### src/shared/i2c_restart_pkg.sv
// Register map, field positions and sequencer states of the two-wire master port
package i2c_restart_pkg;
  // Register byte offsets
  localparam int               ADDR_W     = 4;
  localparam logic [ADDR_W-1:0] CTRL2_OFS  = 4'h0;
  localparam logic [ADDR_W-1:0] STATUS_OFS = 4'h4;
  localparam logic [ADDR_W-1:0] BUF_OFS    = 4'h8;
  localparam logic [ADDR_W-1:0] RATE_OFS   = 4'hC;
  // control2_reg fields
  localparam int CTRL2_RESTART_BIT = 1;
  localparam int CTRL2_RECEIVE_BIT = 3;
  localparam int CTRL2_ACKVAL_BIT  = 5;
  localparam int CTRL2_ACK_RECEIVED_STATUS_BIT = 6;
  // status_reg fields (bits 3..7 clear on a write of one)
  localparam int STAT_FULL_BIT  = 0;
  localparam int STAT_START_BIT = 3;
  localparam int STAT_BCOL_BIT  = 4;
  localparam int STAT_EVENT_BIT = 5;
  localparam int STAT_OVF_BIT   = 6;
  localparam int STAT_WRITE_COLLISION_BIT  = 7;
  // Data sizes and reset values
  localparam int              BYTE_W     = 8;
  localparam int              RATE_W     = 7;
  localparam logic [RATE_W-1:0] RATE_RESET = 7'h09;
  localparam logic [3:0]      BIT_EIGHTH = 4'h7;
  localparam logic [3:0]      BIT_ACK    = 4'h8;
  // Sequencer states
  typedef enum logic [8:0] {
    ST_IDLE     = 9'h001,
    ST_RS_LOW   = 9'h002,
    ST_RS_SDA   = 9'h004,
    ST_RS_REL   = 9'h008,
    ST_RS_HIGH  = 9'h010,
    ST_RS_START = 9'h020,
    ST_DAT_LOW  = 9'h040,
    ST_DAT_REL  = 9'h080,
    ST_DAT_HIGH = 9'h100
  } state_t;
endpackage

### src/hw/i2c_rate_gen.sv
// One-shot bit-period counter of the two-wire master port
`timescale 1ns/1ps
module i2c_rate_gen #(
  parameter int RATE_W = 7
) (
  input  wire logic              mclk,
  input  wire logic              reset_n,
  input  wire logic              load,
  input  wire logic [RATE_W-1:0] reload,
  output logic                   timeout
);
  logic [RATE_W:0] count_reg;
  logic            run_reg;

  // One period is 2*(reload+1) clocks, so SCL runs at mclk / (4*(reload+1))
  assign timeout = run_reg && (count_reg == '0);

  // Load restarts the count; the counter stops by itself after one timeout
  always_ff @(posedge mclk or negedge reset_n) begin
    if (!reset_n) begin
      count_reg <= '0;
      run_reg   <= 1'b0;
    end else if (load) begin
      count_reg <= {reload, 1'b1};
      run_reg   <= 1'b1;
    end else if (timeout) begin
      run_reg   <= 1'b0;
    end else if (run_reg) begin
      count_reg <= count_reg - 1'b1;
    end
  end
endmodule

### src/hw/i2c_master_restart_tx_rx.sv
// Two-wire master sequencer: repeated start, byte transmit and receive, APB registers
//
// Design decisions made here: the register offsets and register access over APB.
`timescale 1ns/1ps
// Contract
// - Restart from idle pulls SCL low, loads period once low, releases SDA.
// - Timeout with SDA high releases SCL; reload once SCL high; both high.
// - Then SDA low one period, restart request clears, SDA held, no reload.
// - Start-detected sets at once; event flag only after period timeout.
// - Restart request written while busy is ignored.
// - Collision if SDA low as SCL rises or SCL falls before SDA driven.
// - Buffer write during restart sets write collision, buffer unchanged.
// - Lower five control bits are locked until restart completes.
// - Buffer write when idle sets buffer full and starts transmission.
// - Bit shown after SCL falls; SCL low one period, high one period.
// - Eighth falling edge clears buffer full and releases SDA.
// - Ninth falling edge samples SDA into acknowledge status.
// - After ninth clock: event flag, generator stops, SCL held low.
// - Buffer write while shifting out sets write collision, discarded.
// - Receive request ignored unless port idle.
// - In reception each timeout toggles SCL and SDA shifts in.
// - Eighth received fall: clear request, copy byte, full, event, idle.
// - Buffer read after reception clears buffer full.
// - Byte arriving while buffer still full sets receive overflow.
// - Buffer write during reception sets write collision, unchanged.
// - Bit period is one generator rollover from the reload value.
// - Released SCL: generator waits until SCL reads high.
module i2c_master_restart_tx_rx
  import i2c_restart_pkg::*;
(
  input  wire logic              mclk,
  input  wire logic              reset_n,
  input  wire logic [ADDR_W-1:0] paddr,
  input  wire logic              psel,
  input  wire logic              penable,
  input  wire logic              pwrite,
  input  wire logic [31:0]       pwdata,
  output logic      [31:0]       prdata,
  output logic                   pready,
  output logic                   pslverr,
  input  wire logic              sclIn,
  output logic                   sclOut,
  output logic                   sclOe,
  input  wire logic              sdaIn,
  output logic                   sdaOut,
  output logic                   sdaOe
);
  state_t              state_reg;
  logic                sclOe_reg;
  logic                sdaOe_reg;
  logic                drvLevel_reg;
  logic [BYTE_W-1:0]   shift_reg;
  logic [BYTE_W-1:0]   shiftBuf_reg;
  logic [3:0]          bitCnt_reg;
  logic                rxMode_reg;
  logic                restart_request_reg;
  logic                rcv_reg;
  logic                ackValue_reg;
  logic                ack_received_status_reg;
  logic                bufFull_reg;
  logic                ovf_reg;
  logic                write_collision_reg;
  logic                eventFlag_reg;
  logic                busColl_reg;
  logic                startSeen_reg;
  logic                sdaPrev_reg;
  logic [RATE_W-1:0]   rate_reg;
  logic                pready_reg;
  logic                pslverr_reg;
  logic [31:0]         prdata_reg;
  logic [31:0]         rdMux;
  logic                brgTimeout;

  //////////////////////////////////////////////////////////////////////////////
  // APB decode
  wire accessPh = psel & penable & ~pready_reg;
  wire apbDone  = psel & penable & pready_reg;
  wire selCtrl  = paddr == CTRL2_OFS;
  wire selStat  = paddr == STATUS_OFS;
  wire selBuf   = paddr == BUF_OFS;
  wire selRate  = paddr == RATE_OFS;
  wire mapped   = selCtrl | selStat | selBuf | selRate;
  wire ctrlWr   = apbDone & pwrite & selCtrl;
  wire statWr   = apbDone & pwrite & selStat;
  wire bufWr    = apbDone & pwrite & selBuf;
  wire rateWr   = apbDone & pwrite & selRate;
  wire bufRd    = apbDone & ~pwrite & selBuf;

  // Sequencer condition terms
  wire isIdle    = state_reg == ST_IDLE;
  wire inRestart = (state_reg == ST_RS_LOW) | (state_reg == ST_RS_SDA) |
                   (state_reg == ST_RS_REL) | (state_reg == ST_RS_HIGH) |
                   (state_reg == ST_RS_START);
  wire rsGo      = ctrlWr & pwdata[CTRL2_RESTART_BIT] & isIdle;
  wire rxGo      = ctrlWr & pwdata[CTRL2_RECEIVE_BIT] & isIdle & ~rsGo;
  wire txGo      = bufWr & isIdle;
  wire rsCollide = ((state_reg == ST_RS_SDA) & brgTimeout & ~sdaIn) |
                   ((state_reg == ST_RS_REL) & sclIn & ~sdaIn) |
                   ((state_reg == ST_RS_HIGH) & (~sclIn | ~sdaIn));
  wire rsDone    = (state_reg == ST_RS_START) & brgTimeout;
  wire datFall   = (state_reg == ST_DAT_HIGH) & brgTimeout;
  wire lastBit   = rxMode_reg ? (bitCnt_reg == BIT_EIGHTH) : (bitCnt_reg == BIT_ACK);
  wire txEighth  = datFall & ~rxMode_reg & (bitCnt_reg == BIT_EIGHTH);
  wire txAck     = datFall & ~rxMode_reg & (bitCnt_reg == BIT_ACK);
  wire rxByte    = datFall & rxMode_reg & (bitCnt_reg == BIT_EIGHTH);
  wire [BYTE_W-1:0] rxNext = {shift_reg[BYTE_W-2:0], sdaIn};
  wire startOnLines = sdaPrev_reg & ~sdaIn & sclIn;

  // Generator reload points; SCL-high phases wait for SCL to read high
  wire brgLoad = ((state_reg == ST_RS_LOW) & ~sclIn) |
                 ((state_reg == ST_RS_REL) & sclIn & sdaIn) |
                 ((state_reg == ST_RS_HIGH) & brgTimeout & sclIn & sdaIn) |
                 txGo | rxGo |
                 ((state_reg == ST_DAT_REL) & sclIn) |
                 (datFall & ~lastBit);

  //////////////////////////////////////////////////////////////////////////////
  // Bit-period generator
  i2c_rate_gen #(
    .RATE_W (RATE_W)
  ) u_rate_gen (
    .mclk    (mclk),
    .reset_n (reset_n),
    .load    (brgLoad),
    .reload  (rate_reg),
    .timeout (brgTimeout)
  );

  //////////////////////////////////////////////////////////////////////////////
  // Line sequencer: restart, transmit and receive
  always_ff @(posedge mclk or negedge reset_n) begin
    if (!reset_n) begin
      state_reg  <= ST_IDLE;
      sclOe_reg  <= 1'b0;
      sdaOe_reg  <= 1'b0;
      shift_reg  <= '0;
      bitCnt_reg <= '0;
      rxMode_reg <= 1'b0;
    end else begin
      case (state_reg)
        ST_IDLE: begin
          if (rsGo) begin
            sclOe_reg <= 1'b1;
            state_reg <= ST_RS_LOW;
          end else if (txGo) begin
            sclOe_reg  <= 1'b1;
            sdaOe_reg  <= ~pwdata[BYTE_W-1];
            shift_reg  <= pwdata[BYTE_W-1:0];
            bitCnt_reg <= '0;
            rxMode_reg <= 1'b0;
            state_reg  <= ST_DAT_LOW;
          end else if (rxGo) begin
            sclOe_reg  <= 1'b1;
            sdaOe_reg  <= 1'b0;
            bitCnt_reg <= '0;
            rxMode_reg <= 1'b1;
            state_reg  <= ST_DAT_LOW;
          end
        end
        ST_RS_LOW: begin
          if (!sclIn) begin
            sdaOe_reg <= 1'b0;
            state_reg <= ST_RS_SDA;
          end
        end
        ST_RS_SDA: begin
          if (rsCollide) begin
            sclOe_reg <= 1'b0;
            state_reg <= ST_IDLE;
          end else if (brgTimeout) begin
            sclOe_reg <= 1'b0;
            state_reg <= ST_RS_REL;
          end
        end
        ST_RS_REL: begin
          if (rsCollide) begin
            state_reg <= ST_IDLE;
          end else if (sclIn) begin
            state_reg <= ST_RS_HIGH;
          end
        end
        ST_RS_HIGH: begin
          if (rsCollide) begin
            state_reg <= ST_IDLE;
          end else if (brgTimeout) begin
            sdaOe_reg <= 1'b1;
            state_reg <= ST_RS_START;
          end
        end
        ST_RS_START: begin
          if (brgTimeout) begin
            state_reg <= ST_IDLE;
          end
        end
        ST_DAT_LOW: begin
          if (brgTimeout) begin
            sclOe_reg <= 1'b0;
            state_reg <= ST_DAT_REL;
          end
        end
        ST_DAT_REL: begin
          if (sclIn) begin
            state_reg <= ST_DAT_HIGH;
          end
        end
        ST_DAT_HIGH: begin
          if (brgTimeout) begin
            sclOe_reg <= 1'b1;
            if (lastBit) begin
              state_reg <= ST_IDLE;
            end else begin
              bitCnt_reg <= bitCnt_reg + 1'b1;
              state_reg  <= ST_DAT_LOW;
            end
            if (rxMode_reg) begin
              shift_reg <= rxNext;
            end else if (!lastBit) begin
              shift_reg <= {shift_reg[BYTE_W-2:0], 1'b0};
              sdaOe_reg <= txEighth ? 1'b0 : ~shift_reg[BYTE_W-2];
            end
          end
        end
        default: begin
          state_reg <= ST_IDLE;
          sclOe_reg <= 1'b0;
          sdaOe_reg <= 1'b0;
        end
      endcase
      if (rsCollide) begin
        sdaOe_reg <= 1'b0;
        sclOe_reg <= 1'b0;
      end
    end
  end

  //////////////////////////////////////////////////////////////////////////////
  // Request bits and acknowledge bits of control2_reg
  always_ff @(posedge mclk or negedge reset_n) begin
    if (!reset_n) begin
      restart_request_reg     <= 1'b0;
      rcv_reg      <= 1'b0;
      ackValue_reg <= 1'b0;
      ack_received_status_reg  <= 1'b0;
    end else begin
      if (rsGo) begin
        restart_request_reg <= 1'b1;
      end else if (rsDone | rsCollide) begin
        restart_request_reg <= 1'b0;
      end
      if (rxGo) begin
        rcv_reg <= 1'b1;
      end else if (rxByte) begin
        rcv_reg <= 1'b0;
      end
      if (ctrlWr) begin
        ackValue_reg <= pwdata[CTRL2_ACKVAL_BIT];
      end
      if (txAck) begin
        ack_received_status_reg <= sdaIn;
      end
    end
  end

  // Buffer, flags and start detector; a set beats a same-cycle clear
  always_ff @(posedge mclk or negedge reset_n) begin
    if (!reset_n) begin
      shiftBuf_reg  <= '0;
      bufFull_reg   <= 1'b0;
      ovf_reg       <= 1'b0;
      write_collision_reg      <= 1'b0;
      eventFlag_reg <= 1'b0;
      busColl_reg   <= 1'b0;
      startSeen_reg <= 1'b0;
      sdaPrev_reg   <= 1'b1;
    end else begin
      sdaPrev_reg <= sdaIn;
      if (txGo) begin
        shiftBuf_reg <= pwdata[BYTE_W-1:0];
      end else if (rxByte) begin
        shiftBuf_reg <= rxNext;
      end
      if (txGo | rxByte) begin
        bufFull_reg <= 1'b1;
      end else if (txEighth | (bufRd & rxMode_reg)) begin
        bufFull_reg <= 1'b0;
      end
      ovf_reg       <= (rxByte & bufFull_reg) |
                       (ovf_reg & ~(statWr & pwdata[STAT_OVF_BIT]));
      write_collision_reg      <= (bufWr & ~isIdle) |
                       (write_collision_reg & ~(statWr & pwdata[STAT_WRITE_COLLISION_BIT]));
      eventFlag_reg <= rsDone | txAck | rxByte |
                       (eventFlag_reg & ~(statWr & pwdata[STAT_EVENT_BIT]));
      busColl_reg   <= rsCollide |
                       (busColl_reg & ~(statWr & pwdata[STAT_BCOL_BIT]));
      startSeen_reg <= startOnLines |
                       (startSeen_reg & ~(statWr & pwdata[STAT_START_BIT]));
    end
  end

  // Rate reload register
  always_ff @(posedge mclk or negedge reset_n) begin
    if (!reset_n) begin
      rate_reg <= RATE_RESET;
    end else if (rateWr) begin
      rate_reg <= pwdata[RATE_W-1:0];
    end
  end

  //////////////////////////////////////////////////////////////////////////////
  // Read data selection
  always_comb begin
    rdMux = '0;
    if (selCtrl) begin
      rdMux[CTRL2_RESTART_BIT] = restart_request_reg;
      rdMux[CTRL2_RECEIVE_BIT] = rcv_reg;
      rdMux[CTRL2_ACKVAL_BIT]  = ackValue_reg;
      rdMux[CTRL2_ACK_RECEIVED_STATUS_BIT] = ack_received_status_reg;
    end else if (selStat) begin
      rdMux[STAT_FULL_BIT]  = bufFull_reg;
      rdMux[STAT_START_BIT] = startSeen_reg;
      rdMux[STAT_BCOL_BIT]  = busColl_reg;
      rdMux[STAT_EVENT_BIT] = eventFlag_reg;
      rdMux[STAT_OVF_BIT]   = ovf_reg;
      rdMux[STAT_WRITE_COLLISION_BIT]  = write_collision_reg;
    end else if (selBuf) begin
      rdMux[BYTE_W-1:0] = shiftBuf_reg;
    end else if (selRate) begin
      rdMux[RATE_W-1:0] = rate_reg;
    end
  end

  // APB answer one cycle into the access phase; unmapped gives an error
  always_ff @(posedge mclk or negedge reset_n) begin
    if (!reset_n) begin
      pready_reg   <= 1'b0;
      pslverr_reg  <= 1'b0;
      prdata_reg   <= '0;
      drvLevel_reg <= 1'b0;
    end else begin
      pready_reg   <= accessPh;
      pslverr_reg  <= accessPh & ~mapped;
      prdata_reg   <= (accessPh & ~pwrite) ? rdMux : '0;
      drvLevel_reg <= 1'b0;
    end
  end

  // Outputs; open-drain lines only ever drive low
  assign prdata  = prdata_reg;
  assign pready  = pready_reg;
  assign pslverr = pslverr_reg;
  assign sclOe   = sclOe_reg;
  assign sdaOe   = sdaOe_reg;
  assign sclOut  = drvLevel_reg;
  assign sdaOut  = drvLevel_reg;
endmodule

### config.mk
export PLATFORM = sky130hd
export DESIGN_NAME = i2c_master_restart_tx_rx
export DESIGN_NICKNAME = d
export VERILOG_FILES = /design/src/shared/i2c_restart_pkg.sv /design/src/hw/i2c_rate_gen.sv /design/src/hw/i2c_master_restart_tx_rx.sv
export SDC_FILE = /design/constraint.sdc
export NUM_CORES = 1
export LEC_CHECK = 0
export ABC_CLOCK_PERIOD_IN_PS = 3500
export BUFFER_PORTS_ARGS = -buffer_cell sky130_fd_sc_hd__buf_2
export CAP_MARGIN = 20
export CORE_MARGIN = 1
export CORE_UTILIZATION = 40
export CTS_CLUSTER_DIAMETER = 40
export DETAILED_ROUTE_END_ITERATION = 10
export PLACE_DENSITY = 0.61
export SKIP_LAST_GASP = 1
export SLEW_MARGIN = 20
export SYNTH_ARGS = -nofsm -noshare
export SYNTH_HDL_FRONTEND = slang
export SYNTH_SLANG_ARGS = --single-unit
### constraint.sdc
create_clock -name mclk -period 3.5 [get_ports mclk]
set_input_delay 0.525 -clock mclk [delete_from_list [all_inputs] [get_ports mclk]]
set_output_delay 0.525 -clock mclk [all_outputs]
set_load 0.03 [all_outputs]
### Yosys cells after proc, flatten, opt, wreduce, memory -nomap -nowiden

Index checks and enable logic that the tools add are counted.

* output and inout port bits: 38
* bits of input ports: 43
* logic and storage cells: 249
* bits in registers: 68

* reductions and logical operators: 21
* bitwise operators: 90
* mux-type cells: 73
* add/subtract/negate cells: 2
* equal/unequal tests: 39

Operator list (count)
* 9-bit two-way mux: 14
* 9-bit case mux with 9 select lines: 1
* 7-bit two-way mux: 8
* 1-bit AND: 52
* 8-bit two-way mux: 6
* 1-bit two-way mux: 32
* 3-bit != test, second input constant: 8
* 1-bit bitwise OR: 22
* 4-bit two-way mux: 5
* 1-bit NOT: 16
* 2-bit nonzero test: 8
* 2-bit != test, second input constant: 7
* 7-bit case mux with 2 select lines: 1
* 4-bit == test, second input constant: 3
* 5-bit AND reduction: 2
* 5-bit OR reduction: 2
* 9-bit by 1-bit == test with 1-bit output, second input constant: 1
* 9-bit by 2-bit == test with 1-bit output, second input constant: 1
* 9-bit by 3-bit == test with 1-bit output, second input constant: 1
* 9-bit by 4-bit == test with 1-bit output, second input constant: 1
* 9-bit by 5-bit == test with 1-bit output, second input constant: 1
* 9-bit by 6-bit == test with 1-bit output, second input constant: 1
* 9-bit by 7-bit == test with 1-bit output, second input constant: 1
* 9-bit by 8-bit == test with 1-bit output, second input constant: 1
* other kinds (23): 30

### Depth between registers and ports, before layout

* depth after elaboration: 13
* gate-level depth with buffers: 9
* mapped depth without buffers: 8

### Hierarchy

A second synthesis with hierarchy kept.

* cell total of the unflattened synthesis: 427
* area total of the unflattened synthesis: 4122.7 um2

By module, submodules not included
* i2c_master_restart_tx_rx: seq. area each 1481.4 um2, cells each 370, area an instance 3567.2 um2, instances 1
* i2c_rate_gen: seq. area each 225.2 um2, cells each 57, area an instance 555.5 um2, instances 1

### Least setup slack after synthesis

Ideal clock, no wire load.

* path type: flip-flop to flip-flop
* from: reg state_reg[2]
* to: reg bitCnt_reg[2]
* arrival: 2663 ps
* library setup time: 78 ps
* stages on the path, launching flop included: 9
* required time: 3422 ps
* setup slack: 759 ps
* period minus slack after synthesis: 2741 ps
* buffers on the path: 2
* cell sequence: dfrtp_1 > buf_6 > or4_4 > or4_4 > buf_6 > o22ai_1 > or3b_4 > or3_1 > a21oi_1

* cells in the longest elaborated chain, start to end: 6
* elaborated cells on any way between the ends: 16
* classes of those cells: eq/ne: 6; mux: 3; bitwise: 5; reduce/logical: 2

RTL lines
* start: declaration: RTL line i2c_master_restart_tx_rx.sv:48 `state_t state_reg;`
* start signal: assignment: RTL line i2c_master_restart_tx_rx.sv:133 `state_reg <= ST_IDLE;`
* start signal: assignment: RTL line i2c_master_restart_tx_rx.sv:144 `state_reg <= ST_RS_LOW;`
* start signal: assignment: RTL line i2c_master_restart_tx_rx.sv:151 `state_reg <= ST_DAT_LOW;`
* 9-bit by 1-bit == test with 1-bit output: RTL line i2c_master_restart_tx_rx.sv:90, i2c_master_restart_tx_rx.sv:140
* 1-bit AND: RTL line i2c_master_restart_tx_rx.sv:94 `wire rsGo = ctrlWr & pwdata[CTRL2_RESTART_BIT] & isIdle;`
* 1-bit NOT (no line)
* 1-bit AND: RTL line i2c_master_restart_tx_rx.sv:95 `wire rxGo = ctrlWr & pwdata[CTRL2_RECEIVE_BIT] & isIdle & ~rsGo;`
* 3-bit by 1-bit != test with 1-bit output (no line)
* 5-bit AND reduction (no line)
* end signal: assignment: RTL line i2c_master_restart_tx_rx.sv:212 `bitCnt_reg <= bitCnt_reg + 1'b1;`
* end: declaration: RTL line i2c_master_restart_tx_rx.sv:54 `logic [3:0] bitCnt_reg;`

Parallel ways exist; a longest one is shown, timed or not. The select of a mux whose other input is x is not followed.
A chain may end at the register's enable or synchronous reset.

### Worst setup path after layout

* from: reg state_reg[3]
* to: reg bitCnt_reg[3]

The elaborated chain is that of the path after synthesis.

==> metrics.yaml <==
run_status:
  status: "complete, no violations"
routing:
  viasPerCell: 5.56
  ant_nets: 0
  vias: 3279
  wl_mm: 10.1
  routedWlPerCell_um: 17.2
  route.detailed.drc: 0
  drt_iter0_drc: 192
  first_pass_iters: 5
timing:
  tns_ns: 0
  grt_setup_unrepaired: "no"
  period_share: 0.835
  setup-violations-final: 0
  worstMarginPinSlew_ns: 0.997
  min_period_ns: 2.92
  max_freq_mhz: 342
  hold_viol_final: 0
  final_max_slew_viol_count: 0
  relSlewSlack: 0.332
  fin_skew_ns: 0.0142
job:
  max-cap-violations: 0
grt:
  grt-ovfl-total: 0
  grt_pass1_vias: 3117
  grt_max_degree: 69
  grt_first_pass_wirelength_mm: 16.2
  grt_usage: 0.206
  antenna_found_initial: 0
placement:
  hpwl_mm: 7.22
  dp_cells: 574
  gp_congestion: 0.908
  numPortBuffers: 30
  place_area_um2: 4220
die:
  dieArea_um2: 10500
  start_util: 0.413
  die_h_um: 103
  boundaryPins: 81
  die_w_um: 103
  core_um2: 9770
  fp-row-count: 36
layout:
  final_layout_size_suffix_gt1_frac: 0.199
  design_area_um2: 4440
  n_antenna_cell: 0
  largest_reg_flops: 9
  syn2layout_area_growth_pct: 9.91
  nNetsFinal: 499
  final_cells: 590
clocking:
  cts.clk_slew.worst_paths_ns: 0.08
  clk_latency_ns: 0.36
  clock_path_buffers: 2
  root_buffer: "clkbuf_8"
  postCtsHoldBufs: 0
  cts_setup_buffers: 0
  htree_num_levels: 3
  cts_tree: "built"
  cts-buffers-inserted: 9
  cts.repair.resized: 0
  cts_sinks: 68
worst_setup_path:
  arrival_ns: 3.21
  worstPathMaxFanout: 12
  critical_path_class: "reg -> reg"
  cp-start-kind: "flop"
  r2r_slack_ns: 0.58
  endpoint_kind: "flop"
  worst_ep_required_time_ns: 3.79
synthesis:
  yosysWarningCount: 0
  synth_seq_cells: 68
  synth_ff_type: "dfrtp_1"
  synthCells: 427
  ys_types: 64
  synth_area_um2: 4040
  synthArstFlopShare: 1.00
  synthTopCellsByArea: "dfrtp_1, mux2_2, buf_4"
  synth_top_area_cell: "dfrtp_1"
  synth_edf_count: 0
  synth_top_area_frac: 0.396
  syn_area_per_cell_um2: 9.46
  yosysSeqAreaShare: 0.422
min_path:
  hold_path_class: "in -> reg"
power_and_ir_drop:
  finalPower_mw: 2.87
  power_density_nw_per_um2: 645
  p_leak_nw: 1.96
  ir_drop_mv: 0.311
-- worst paths after layout --
kind / cells after the start / startpoint / endpoint
max in group asynchronous: 2 / reset_n / bitCnt_reg[0]
min: 1 / sdaIn / sdaPrev_reg
min in group asynchronous: 2 / reset_n / ackValue_reg
max: 6 / state_reg[3] / bitCnt_reg[3]
min reg2reg: 2 / busColl_reg / busColl_reg
max reg2reg: 6 / state_reg[3] / bitCnt_reg[3]
-- metrics by stage --
step,hold slack (ns),setup WS (ns),util
final,0.352,0.578,0.454
after global routing,0.348,0.385,0.454
after CTS,0.351,0.585,0.454
after detailed placement,0.451,0.598,0.432
after global placement,0.444,0.630,0.432
after floorplan,0.229,0.759,-
-- cells in the final DEF, fill, tap and decap left out, types with 5 or more instances in the layout --
master / n
or3_1: 9
nand2_1: 45
nor3_1: 9
nor4b_1: 5
nor4_1: 6
dfrtp_1: 64
buf_4: 8
nand4b_1: 5
mux2_2: 21
o21ai_0: 35
clkbuf_8: 9
inv_1: 13
nand4_1: 8
conb_1: 26
a21oi_1: 15
o22ai_1: 5
mux2i_1: 15
buf_2: 30
nor2b_1: 5
nand3_1: 5
xor2_1: 8
nor2_1: 29
-- cell usage after synthesis (4+ instances only) --
cell type,instances
o21ai_0,35
nand4_1,8
mux2_2,21
nor2b_1,5
dfrtp_1,64
nand2_1,45
o2111ai_1,4
clkbuf_1,18
nor2_1,29
nand3_1,5
nor4_1,7
o22ai_1,5
a21oi_1,15
dfstp_2,4
inv_1,13
ha_1,4
and4b_1,4
nor4b_1,5
nor3_1,10
nor3b_1,4
buf_4,26
mux2i_1,15
or3_1,9
nand4b_1,5
xor2_1,8
-- layout make-up --
cell class                      count  area [um2]
Clock inverter                      6        90.1
Fill cell                         972        5330
Clock buffer                       10         128
Inverter                           13        48.8
Multi-Input combinational cell    322        2090
Sequential cell                    68        1710
Timing Repair Buffer               38         210
Tap cell                          133         166
-- cell families after synthesis --
kind of cell / after synthesis / synth area share
DFF: 68 / 0.422
xor gates and xnor gates: 11 / 0.0238
and+or+nand+nor: 156 / 0.212
other: 1 / 0.000928
AOI/OAI and AO/OA: 88 / 0.141
adders and majority gates: 4 / 0.0124
muxes: 37 / 0.101
buffers and inverters: 62 / 0.0861
-- where the power goes --
group	total, mW	internal [mW]	switching (mW)
Clock	0.724	0.402	0.322
Combinational	1.05	0.441	0.605
Sequential	1.10	0.934	0.162
-- layer usage --
metal / global-route usage / vias to the layer above / routed length [um]
met4: 0.0495 / 0 / 92
met3: 0.0475 / 10 / 498
li1: - / 1553 / -
met2: 0.331 / 104 / 4770
met5: 0 / - / 0
met1: 0.281 / 1612 / 4760
-- critical path, cell delays in order (launching register included) --
cell     delay [ns]
dfrtp_1        0.51
or4_4          0.58
or4_4          0.59
o22ai_1        0.22
or3b_4         0.44
or3_1          0.36
a21oi_1        0.14
No activity file was read; power rests on OpenSTA's default activity.
